### config.mk
export PLATFORM = sky130hd
export DESIGN_NAME = dma_chan_top
export DESIGN_NICKNAME = d
export VERILOG_FILES = /design/src/pdc_chan_pkg.sv /design/src/pdc_chan_ctr.sv /design/src/pdc_chan_top.sv
export SDC_FILE = /design/constraint.sdc
export NUM_CORES = 1
export LEC_CHECK = 0
export CAP_MARGIN = 5
export CORE_UTILIZATION = 59
export DETAILED_ROUTE_END_ITERATION = 16
export DONT_BUFFER_PORTS = 1
export PLACE_DENSITY = 0.88
export SLEW_MARGIN = 40
export SYNTH_ARGS = -nofsm -noshare
export SYNTH_HDL_FRONTEND = slang
export SYNTH_HIERARCHICAL = 1
export SYNTH_SLANG_ARGS = --single-unit
### constraint.sdc
create_clock -name I_SYS_CLK -period 3.7 [get_ports I_SYS_CLK]
set_input_delay 0.555 -clock I_SYS_CLK [delete_from_list [all_inputs] [get_ports I_SYS_CLK]]
set_output_delay 0.555 -clock I_SYS_CLK [all_outputs]
set_load 0.01 [all_outputs]
### src/pdc_chan_pkg.sv
package dma_chan_pkg;

  // Register window, decoded on the low address bits of the peripheral space.
  localparam int unsigned OFS_W          = 9;
  localparam logic [8:0]  OFS_RX_ADDR    = 9'h100;
  localparam logic [8:0]  OFS_RX_CNT     = 9'h104;
  localparam logic [8:0]  OFS_TX_ADDR    = 9'h108;
  localparam logic [8:0]  OFS_TX_CNT     = 9'h10C;
  localparam logic [8:0]  OFS_RX_NADDR   = 9'h110;
  localparam logic [8:0]  OFS_RX_NCNT    = 9'h114;
  localparam logic [8:0]  OFS_TX_NADDR   = 9'h118;
  localparam logic [8:0]  OFS_TX_NCNT    = 9'h11C;
  localparam logic [8:0]  OFS_CTL        = 9'h120;
  localparam logic [8:0]  OFS_STAT       = 9'h124;
  localparam logic [8:0]  OFS_IRQ_STAT   = 9'h128;
  localparam logic [8:0]  OFS_IRQ_MASK   = 9'h12C;

  // Widths and reset values.
  localparam int unsigned DATA_W         = 32;
  localparam int unsigned CNT_WIDTH      = 16;
  localparam logic [31:0] REG_RESET      = 32'h0000_0000;
  localparam logic [3:0]  IRQ_RESET      = 4'h0;

  // Control and transfer status bit positions.
  localparam int unsigned CTL_RX_EN_BIT  = 0;
  localparam int unsigned CTL_RX_DIS_BIT = 1;
  localparam int unsigned CTL_TX_EN_BIT  = 8;
  localparam int unsigned CTL_TX_DIS_BIT = 9;
  localparam int unsigned STAT_RX_EN_BIT = 0;
  localparam int unsigned STAT_TX_EN_BIT = 8;

  // Interrupt status and mask layout.
  localparam int unsigned IRQ_W          = 4;
  localparam int unsigned IRQ_RX_END     = 0;
  localparam int unsigned IRQ_RX_FULL    = 1;
  localparam int unsigned IRQ_TX_END     = 2;
  localparam int unsigned IRQ_TX_EMPTY   = 3;

  // Transfer sizes.
  localparam logic [1:0]  SIZE_BYTE      = 2'h0;
  localparam logic [1:0]  SIZE_HALF      = 2'h1;
  localparam logic [1:0]  SIZE_WORD      = 2'h2;

  typedef enum logic [1:0] {
    ST_IDLE = 2'b00,
    ST_RX   = 2'b01,
    ST_TX   = 2'b10
  } xfer_state_e;

  function automatic logic [2:0] step_bytes(input logic [1:0] size);
    unique case (size)
      SIZE_BYTE: step_bytes = 3'h1;
      SIZE_HALF: step_bytes = 3'h2;
      default:   step_bytes = 3'h4;
    endcase
  endfunction

endpackage

### src/pdc_chan_ctr.sv
`timescale 1ns/100ps
module dma_chan_ctr
  import dma_chan_pkg::*;
#(
  parameter int unsigned CNT_W = CNT_WIDTH
)
(
  // Clock and reset
  input  wire logic             i_clk,
  input  wire logic             i_nrst,
  // Register writes
  input  wire logic             i_wr_ptr,
  input  wire logic             i_wr_cnt,
  input  wire logic             i_wr_nptr,
  input  wire logic             i_wr_ncnt,
  input  wire logic [31:0]      i_wdata,
  // Transfer progress
  input  wire logic             i_step,
  input  wire logic [1:0]       i_size,
  // Channel state
  output logic      [31:0]      o_ptr,
  output logic      [CNT_W-1:0] o_cnt,
  output logic      [31:0]      o_nptr,
  output logic      [CNT_W-1:0] o_ncnt,
  output logic                  o_end_evt
);

  if (CNT_W < 1 || CNT_W > DATA_W) begin : g_bad_width
    $error("Counter width must lie between 1 and the data width.");
  end

  typedef struct packed {
    logic [31:0]      ptr;
    logic [CNT_W-1:0] cnt;
    logic [31:0]      nptr;
    logic [CNT_W-1:0] ncnt;
  } chan_state_s;

  chan_state_s q;
  chan_state_s d;
  logic        end_evt;
  logic        quiet;

  // A software write lands after the step and the reload, so a pointer or count
  // reprogrammed mid-buffer is taken as the new truth.
  always_comb begin
    d       = q;
    end_evt = 1'b0;
    if (i_step && q.cnt != '0) begin
      d.ptr   = q.ptr + {29'h0, step_bytes(i_size)};
      d.cnt   = q.cnt - CNT_W'(1);
      end_evt = (q.cnt == CNT_W'(1));
    end
    if (d.cnt == '0 && q.ncnt != '0 && !i_wr_cnt && !i_wr_ptr) begin
      d.ptr  = q.nptr;
      d.cnt  = q.ncnt;
      d.ncnt = '0;
    end
    if (i_wr_ptr) begin
      d.ptr = i_wdata;
    end
    if (i_wr_cnt) begin
      d.cnt = i_wdata[CNT_W-1:0];
    end
    if (i_wr_nptr) begin
      d.nptr = i_wdata;
    end
    if (i_wr_ncnt) begin
      d.ncnt = i_wdata[CNT_W-1:0];
    end
  end

  always_ff @(posedge i_clk or negedge i_nrst) begin
    if (!i_nrst) begin
      q <= '{ptr: REG_RESET, cnt: '0, nptr: REG_RESET, ncnt: '0};
    end else begin
      q <= d;
    end
  end

  assign o_ptr     = q.ptr;
  assign o_cnt     = q.cnt;
  assign o_nptr    = q.nptr;
  assign o_ncnt    = q.ncnt;
  assign o_end_evt = end_evt;
  assign quiet     = !(i_wr_ptr || i_wr_cnt || i_wr_nptr || i_wr_ncnt);
endmodule // dma_chan_ctr

### src/pdc_chan_top.sv
// Chosen here: the AHB-Lite interface to the registers and the placing of the registers.
`timescale 1ns/100ps
// Function
// - Receive count holds the receive transfers still due into the current buffer.
// - Transmit pointer gives the memory address of the next transmit fetch.
// - Transmit count sizes the transfer; at zero no transmit data moves.
// - Next receive pointer becomes the receive address once the current buffer fills.
// - Next receive count sizes the next receive buffer of the chain.
// - Next transmit pointer becomes the transmit address once the current buffer empties.
// - Next transmit count sizes the next transmit buffer of the chain.
// - Control bit 0 enables receive unless bit 1 is set; zeros do nothing.
// - Control bit 1 disables receive transfer requests.
// - Control bit 8 enables transmit transfer requests.
// - Control bit 9 disables transmit transfer requests.
// - Status bit 0 reads the receive enable state.
// - Status bit 8 reads the transmit enable state.
// - Each transfer adds 1, 2 or 4 to the pointer and decrements the count.
// - Count at zero loads next pointer and count, then clears next count.
// - End flag when a transfer runs the current count down to zero; full or empty when both counts are zero.
// - Writing a direction's current or next count clears its end flag.
module dma_chan_top
  import dma_chan_pkg::*;
(
  // Clock and reset
  input  wire logic              I_SYS_CLK,
  input  wire logic              I_NRST,
  // AHB-Lite slave
  input  wire logic              I_HSEL,
  input  wire logic [31:0]       I_HADDR,
  input  wire logic [1:0]        I_HTRANS,
  input  wire logic              I_HWRITE,
  input  wire logic [2:0]        I_HSIZE,
  input  wire logic              I_HREADY,
  input  wire logic [31:0]       I_HWDATA,
  output logic      [31:0]       O_HRDATA,
  output logic                   O_HREADYOUT,
  output logic                   O_HRESP,
  // Peripheral triggers
  input  wire logic              I_RX_READY,
  input  wire logic              I_TX_READY,
  input  wire logic [1:0]        I_XFER_SIZE,
  // Memory transfer port
  output logic                   O_MEM_REQ,
  output logic                   O_MEM_WRITE,
  output logic      [31:0]       O_MEM_ADDR,
  output logic      [1:0]        O_MEM_SIZE,
  input  wire logic              I_MEM_DONE,
  // Buffer flags and interrupt
  output logic                   O_RX_END,
  output logic                   O_RX_FULL,
  output logic                   O_TX_END,
  output logic                   O_TX_EMPTY,
  output logic                   O_IRQ
);

  typedef struct packed {
    xfer_state_e      state;
    logic             rx_en;
    logic             tx_en;
    logic             wr_pend;
    logic [OFS_W-1:0] wr_ofs;
    logic [31:0]      rdata;
    logic [IRQ_W-1:0] irq_stat;
    logic [IRQ_W-1:0] irq_mask;
    logic [31:0]      mem_addr;
    logic             mem_write;
    logic [1:0]       mem_size;
  } top_state_s;

  top_state_s           q;
  top_state_s           d;

  logic                 addr_take;
  logic [OFS_W-1:0]     addr_ofs;
  logic                 wr_rx_ptr;
  logic                 wr_rx_cnt;
  logic                 wr_rx_nptr;
  logic                 wr_rx_ncnt;
  logic                 wr_tx_ptr;
  logic                 wr_tx_cnt;
  logic                 wr_tx_nptr;
  logic                 wr_tx_ncnt;
  logic                 rx_step;
  logic                 tx_step;
  logic                 rx_go;
  logic                 tx_go;
  logic                 rx_end_evt;
  logic                 tx_end_evt;
  logic                 rx_full_lvl;
  logic                 tx_empty_lvl;
  logic [IRQ_W-1:0]     irq_set;
  logic [IRQ_W-1:0]     irq_clr;
  logic [31:0]          rx_ptr;
  logic [31:0]          rx_nptr;
  logic [31:0]          tx_ptr;
  logic [31:0]          tx_nptr;
  logic [CNT_WIDTH-1:0] rx_cnt;
  logic [CNT_WIDTH-1:0] rx_ncnt;
  logic [CNT_WIDTH-1:0] tx_cnt;
  logic [CNT_WIDTH-1:0] tx_ncnt;

  function automatic logic [31:0] zext(input logic [CNT_WIDTH-1:0] cnt);
    zext = {{(DATA_W - CNT_WIDTH){1'b0}}, cnt};
  endfunction

  function automatic logic wr_hit(input logic pend, input logic [OFS_W-1:0] ofs,
                                  input logic [OFS_W-1:0] target);
    wr_hit = pend && (ofs == target);
  endfunction

  // Writes are applied in the data phase, where the word finally stands on the bus.
  assign addr_take  = I_HSEL && I_HTRANS[1] && I_HREADY;
  assign addr_ofs   = I_HADDR[OFS_W-1:0];
  assign wr_rx_ptr  = wr_hit(q.wr_pend, q.wr_ofs, OFS_RX_ADDR);
  assign wr_rx_cnt  = wr_hit(q.wr_pend, q.wr_ofs, OFS_RX_CNT);
  assign wr_rx_nptr = wr_hit(q.wr_pend, q.wr_ofs, OFS_RX_NADDR);
  assign wr_rx_ncnt = wr_hit(q.wr_pend, q.wr_ofs, OFS_RX_NCNT);
  assign wr_tx_ptr  = wr_hit(q.wr_pend, q.wr_ofs, OFS_TX_ADDR);
  assign wr_tx_cnt  = wr_hit(q.wr_pend, q.wr_ofs, OFS_TX_CNT);
  assign wr_tx_nptr = wr_hit(q.wr_pend, q.wr_ofs, OFS_TX_NADDR);
  assign wr_tx_ncnt = wr_hit(q.wr_pend, q.wr_ofs, OFS_TX_NCNT);

  dma_chan_ctr #(
    .CNT_W     (CNT_WIDTH)
  ) u_rx_chan (
    .i_clk     (I_SYS_CLK),
    .i_nrst    (I_NRST),
    .i_wr_ptr  (wr_rx_ptr),
    .i_wr_cnt  (wr_rx_cnt),
    .i_wr_nptr (wr_rx_nptr),
    .i_wr_ncnt (wr_rx_ncnt),
    .i_wdata   (I_HWDATA),
    .i_step    (rx_step),
    .i_size    (q.mem_size),
    .o_ptr     (rx_ptr),
    .o_cnt     (rx_cnt),
    .o_nptr    (rx_nptr),
    .o_ncnt    (rx_ncnt),
    .o_end_evt (rx_end_evt)
  );

  dma_chan_ctr #(
    .CNT_W     (CNT_WIDTH)
  ) u_tx_chan (
    .i_clk     (I_SYS_CLK),
    .i_nrst    (I_NRST),
    .i_wr_ptr  (wr_tx_ptr),
    .i_wr_cnt  (wr_tx_cnt),
    .i_wr_nptr (wr_tx_nptr),
    .i_wr_ncnt (wr_tx_ncnt),
    .i_wdata   (I_HWDATA),
    .i_step    (tx_step),
    .i_size    (q.mem_size),
    .o_ptr     (tx_ptr),
    .o_cnt     (tx_cnt),
    .o_nptr    (tx_nptr),
    .o_ncnt    (tx_ncnt),
    .o_end_evt (tx_end_evt)
  );

  // An empty channel never raises a request, so a zero count stops the direction.
  assign rx_go        = q.rx_en && (rx_cnt != '0) && I_RX_READY;
  assign tx_go        = q.tx_en && (tx_cnt != '0) && I_TX_READY;
  assign rx_step      = (q.state == ST_RX) && I_MEM_DONE;
  assign tx_step      = (q.state == ST_TX) && I_MEM_DONE;
  assign rx_full_lvl  = (rx_cnt == '0) && (rx_ncnt == '0);
  assign tx_empty_lvl = (tx_cnt == '0) && (tx_ncnt == '0);

  always_comb begin
    irq_set               = '0;
    irq_set[IRQ_RX_END]   = rx_end_evt;
    irq_set[IRQ_RX_FULL]  = rx_full_lvl;
    irq_set[IRQ_TX_END]   = tx_end_evt;
    irq_set[IRQ_TX_EMPTY] = tx_empty_lvl;
    irq_clr               = '0;
    if (wr_hit(q.wr_pend, q.wr_ofs, OFS_IRQ_STAT)) begin
      irq_clr = I_HWDATA[IRQ_W-1:0];
    end
    if (wr_rx_cnt || wr_rx_ncnt) begin
      irq_clr[IRQ_RX_END] = 1'b1;
    end
    if (wr_tx_cnt || wr_tx_ncnt) begin
      irq_clr[IRQ_TX_END] = 1'b1;
    end
  end

  always_comb begin
    d          = q;
    d.wr_pend  = addr_take && I_HWRITE;
    d.irq_stat = (q.irq_stat & ~irq_clr) | irq_set;

    if (addr_take) begin
      d.wr_ofs = addr_ofs;
    end
    if (addr_take && !I_HWRITE) begin
      unique case (addr_ofs)
        OFS_RX_ADDR:  d.rdata = rx_ptr;
        OFS_RX_CNT:   d.rdata = zext(rx_cnt);
        OFS_TX_ADDR:  d.rdata = tx_ptr;
        OFS_TX_CNT:   d.rdata = zext(tx_cnt);
        OFS_RX_NADDR: d.rdata = rx_nptr;
        OFS_RX_NCNT:  d.rdata = zext(rx_ncnt);
        OFS_TX_NADDR: d.rdata = tx_nptr;
        OFS_TX_NCNT:  d.rdata = zext(tx_ncnt);
        OFS_STAT: begin
          d.rdata                 = REG_RESET;
          d.rdata[STAT_RX_EN_BIT] = q.rx_en;
          d.rdata[STAT_TX_EN_BIT] = q.tx_en;
        end
        OFS_IRQ_STAT: d.rdata = {{(DATA_W - IRQ_W){1'b0}}, q.irq_stat};
        OFS_IRQ_MASK: d.rdata = {{(DATA_W - IRQ_W){1'b0}}, q.irq_mask};
        default:      d.rdata = REG_RESET;
      endcase
    end

    // Enables and disables are commands; a zero bit leaves the state alone.
    if (wr_hit(q.wr_pend, q.wr_ofs, OFS_CTL)) begin
      if (I_HWDATA[CTL_RX_DIS_BIT]) begin
        d.rx_en = 1'b0;
      end else if (I_HWDATA[CTL_RX_EN_BIT]) begin
        d.rx_en = 1'b1;
      end
      if (I_HWDATA[CTL_TX_DIS_BIT]) begin
        d.tx_en = 1'b0;
      end else if (I_HWDATA[CTL_TX_EN_BIT]) begin
        d.tx_en = 1'b1;
      end
    end
    if (wr_hit(q.wr_pend, q.wr_ofs, OFS_IRQ_MASK)) begin
      d.irq_mask = I_HWDATA[IRQ_W-1:0];
    end

    // Receive is served ahead of transmit. A transfer under way always completes,
    // even if its direction is disabled meanwhile, so memory never sees half a move.
    unique case (q.state)
      ST_IDLE: begin
        if (rx_go) begin
          d.state     = ST_RX;
          d.mem_addr  = rx_ptr;
          d.mem_write = 1'b1;
          d.mem_size  = I_XFER_SIZE;
        end else if (tx_go) begin
          d.state     = ST_TX;
          d.mem_addr  = tx_ptr;
          d.mem_write = 1'b0;
          d.mem_size  = I_XFER_SIZE;
        end
      end
      ST_RX, ST_TX: begin
        if (I_MEM_DONE) begin
          d.state = ST_IDLE;
        end
      end
      default: begin
        d.state = ST_IDLE;
      end
    endcase
  end

  always_ff @(posedge I_SYS_CLK or negedge I_NRST) begin
    if (!I_NRST) begin
      q <= '{state:     ST_IDLE,
             rx_en:     1'b0,
             tx_en:     1'b0,
             wr_pend:   1'b0,
             wr_ofs:    '0,
             rdata:     REG_RESET,
             irq_stat:  IRQ_RESET,
             irq_mask:  IRQ_RESET,
             mem_addr:  REG_RESET,
             mem_write: 1'b0,
             mem_size:  SIZE_BYTE};
    end else begin
      q <= d;
    end
  end

  assign O_HRDATA    = q.rdata;
  assign O_HREADYOUT = 1'b1;
  assign O_HRESP     = 1'b0;
  assign O_MEM_REQ   = (q.state != ST_IDLE);
  assign O_MEM_WRITE = q.mem_write;
  assign O_MEM_ADDR  = q.mem_addr;
  assign O_MEM_SIZE  = q.mem_size;
  assign O_RX_END    = q.irq_stat[IRQ_RX_END];
  assign O_RX_FULL   = q.irq_stat[IRQ_RX_FULL];
  assign O_TX_END    = q.irq_stat[IRQ_TX_END];
  assign O_TX_EMPTY  = q.irq_stat[IRQ_TX_EMPTY];
  assign O_IRQ       = |(q.irq_stat & q.irq_mask);
endmodule // dma_chan_top

==> flow_metrics.env <==
export IMPL_outcome="finished, violations left"
export IMPL_violations="negative hold slack"
export IMPL_slew_headroom_pct=36.7
export IMPL_cpPeakStageDelay_ps=620
export IMPL_grt_pass1_wl_um=86400
export IMPL_drv_slew=0
export IMPL_synthTopCellsByCount="281 x dfrtp_1, 168 x nand2_1, 119 x nor2_1"
export IMPL_timing_fmax_mhz=278
export IMPL_rsz0062_at_grt="false"
export IMPL_cp_arrival_ps=4020
export IMPL_path_delay_family="simple AND/OR/NAND/NOR gates"
export IMPL_leakage_nw=7.76
export IMPL_netlist_area_um2=17200
export IMPL_path_class="reg -> reg"
export IMPL_critPathMaxFanout=15
export IMPL_place_ws_ps=9.00
export IMPL_cts_buffers_inserted=29
export IMPL_ys_top_cells_by_area="dfrtp_1 41%, mux2_2 5.5%, mux2i_1 5.2%, nand2_1 3.7%, o21ai_0 3.3%"
export IMPL_synth_flop_cell="dfrtp_1"
export IMPL_hold_viol=281
export IMPL_ys_warn_count=6
export IMPL_drv_cap=0
export IMPL_cp_required_ps=4130
export IMPL_vdd_drop_max_uv=469
export IMPL_drc=0
export IMPL_whs_ps=-316
export IMPL_h_tree_depth=1
export IMPL_dieArea_um2=29800
export IMPL_syn_avg_cell_area_um2=9.61
export IMPL_synth_edf_count=0
export IMPL_yosysMostFrequentCell="dfrtp_1"
export IMPL_worstSkewPairLatency_ps=570
export IMPL_reg2reg_depth=12
export IMPL_hold_class="in -> async"
export IMPL_n_antenna_cell=0
export IMPL_yosysSeqAreaShare_pct=40.9
export IMPL_total_power_mw=8.78
export IMPL_cts_root_buf="clkbuf_16"
export IMPL_drt_iter0_markers=2142
export IMPL_drive_gt1_share_pct=16.9
export IMPL_grt_util_all_layers_pct=37.1
export IMPL_synth_fp_nets=1881
export IMPL_clock_sinks=281
export IMPL_grt_pass1_vias=14700
export IMPL_die_h_um=173
export IMPL_fillCellCount=2241
export IMPL_place_hpwl_um=37000
export IMPL_detail_route_first_pass_iterations=9
export IMPL_cp_num_buf_inv=4
export IMPL_end_kind="flip-flop"
export IMPL_io_pins=154
export IMPL_synth_cell_types=90
export IMPL_yosys_area_top_type="dfrtp_1"
export IMPL_worst_slack_ps=102
export IMPL_fin_nets=1795
export IMPL_cts_tree="done"
export IMPL_setup_violations=0
export IMPL_syn_inst=1787
export IMPL_powerDensity_nw_per_um2=479
export IMPL_vias=15100
export IMPL_tightest_slew_ps=949
export IMPL_grt_ovfl_total=0
export IMPL_async_flop_share_pct=100
export IMPL_post_route_util_pct=63.9
export IMPL_synth_top_area_share_pct=40.9
export IMPL_ant_nets=0
export IMPL_slowest_stage="or4_1"
export IMPL_clockBufferDepth=3
export IMPL_area_growth_pct=6.74
export IMPL_grt_max_degree=282
export IMPL_finalClockSkew_ps=14.4
export IMPL_period_minus_slack_ps=3600
export IMPL_path_cells="or4_1 > buf_4 > or4_4 > a31o_2 > a211oi_2 > buf_4 > nand2_1 > nor3_4 > buf_6 > clkbuf_16 > mux2i_1 > o21ai_1"
export IMPL_gp_congestion=1.04
export IMPL_start_util_pct=59.9
export IMPL_totalWireLength_um=56000
export IMPL_core_area_um2=28700
export IMPL_ys_seq_elements=281
export IMPL_path_clk_slew_ps=60
export IMPL_wl_per_cell_um=26.6
export IMPL_reg2reg_setup_slack_ps=100
export IMPL_rr_startpoint="u_tx_chan/o_cnt[8]$_DFF_PN0_"
export IMPL_startpoint_type="flip-flop"
export IMPL_row_count=62
export IMPL_r2r_end="u_tx_chan/o_ptr[25]$_DFFE_PN0P_"
export IMPL_port_buffers=0
export IMPL_tns_ps=0
export IMPL_via_per_inst=7.15
export IMPL_antenna_found_initial=1
export IMPL_fin_crit_sh_pct=97.2
export IMPL_crit_top_cell="buf_4"
export IMPL_die_x_um=173
-- sequential cells by signal, summed over array words and instances, names as in the netlist, 2 cells and up --
register          cells
u_rx_chan/o_cnt      16
u_tx_chan/o_nptr     32
O_MEM_SIZE            2
u_tx_chan/o_ncnt     16
u_rx_chan/o_nptr     32
u_tx_chan/o_ptr      32
O_HRDATA             32
O_MEM_ADDR           32
u_rx_chan/o_ptr      32
u_tx_chan/o_cnt      16
q                    18
u_rx_chan/o_ncnt     16
-- placed cells by master (no fill, tap or decap), drive strengths merged, types with 6 or more instances in the layout --
| master | instances |
|---|---|
| dfrtp | 281 |
| nand2 | 169 |
| o21ai | 147 |
| nor2 | 119 |
| a21oi | 94 |
| mux2 | 90 |
| mux2i | 89 |
| buf | 68 |
| inv | 56 |
| a22oi | 53 |
| xnor2 | 46 |
| clkbuf | 45 |
| nor4 | 43 |
| o22ai | 39 |
| nand3 | 28 |
| nor3 | 28 |
| a22o | 23 |
| nand4 | 22 |
| xor2 | 21 |
| o31ai | 20 |
| or3 | 19 |
| mux4 | 18 |
| or4 | 17 |
| and3 | 14 |
| and2 | 14 |
| ha | 13 |
| a211oi | 13 |
| and4 | 9 |
| a31oi | 9 |
| or2 | 8 |
| nand2b | 7 |
| a221oi | 6 |
| nor2b | 6 |
| or3b | 6 |
-- worst max-delay path by stage --
stage,from,to,slack [ps],cells past startpoint
after floorplan,q[87]$_DFFE_PN0P_,u_tx_chan/o_ptr[7]$_DFFE_PN0P_,70,14
after global placement,u_tx_chan/o_cnt[1]$_DFF_PN0_,u_tx_chan/o_ptr[1]$_DFFE_PN0P_,110,11
after detailed placement,u_tx_chan/o_cnt[1]$_DFF_PN0_,u_tx_chan/o_ptr[10]$_DFFE_PN0P_,9,11
after CTS,q[87]$_DFFE_PN0P_,u_tx_chan/o_ptr[7]$_DFFE_PN0P_,-20,12
after global routing,u_tx_chan/o_cnt[13]$_DFF_PN0_,u_tx_chan/o_ptr[31]$_DFFE_PN0P_,20,10
final,u_tx_chan/o_cnt[8]$_DFF_PN0_,u_tx_chan/o_ptr[25]$_DFFE_PN0P_,100,12
-- area by class of cell --
| cell class | count | area [um2] | share of cell area [%] |
|---|---|---|---|
| multi-input combinational | 1265 | 8950 | 48.8 |
| sequential | 281 | 7030 | 38.3 |
| clock buffer | 44 | 882 | 4.81 |
| timing repair buffer | 69 | 597 | 3.25 |
| tap | 384 | 480 | 2.62 |
| inverter | 55 | 206 | 1.13 |
| clock inverter | 10 | 190 | 1.04 |
-- per-stage QoR --
stage	instance area, um2	hold slack [ps]	cells
global route	18300	-337	2108
detailed placement	17200	267	2052
global placement	17200	267	2051
floorplan	17200	259	1787
finish	18300	-316	2108
CTS	18300	-330	2106
-- repair_timing --
action	4_1_cts	5_1_grt
endpoints found under the setup margin	1	63
buffers inserted	0	1
cloned	0	1
endpoints found under the hold margin	281	281
resized for setup	1	11
pin swaps	0	1
-- kinds of logic (layout without fill, tap and decap cells) --
logic type      Yosys count  count (layout)  share of synthesized area, %
compound gates          449             449                          17.3
xor+xnor                 67              67                          3.42
fa+ha+maj                15              15                          1.18
buf+inv                 241             178                          7.63
flops                   281             281                          40.9
mux                     197             197                          13.5
other cells               2               2                        0.0437
simple gates            535             535                          16.0
-- per-layer routing --
layer  up-vias  global-route usage (%)  share of wire [%]
li1       6292                       -                  -
met1      7286                    48.3                 36
met2      1231                    55.3                 44
met3       264                    12.2                 14
met4         0                    19.2                5.8
met5         -                       0                  0
-- where the power goes --
| group | switching (mW) | internal (mW) |
|---|---|---|
| Sequential | 0.530 | 3.43 |
| Clock | 1.29 | 1.99 |
| Combinational | 0.866 | 0.675 |
Power figures use the tool's default switching activity.
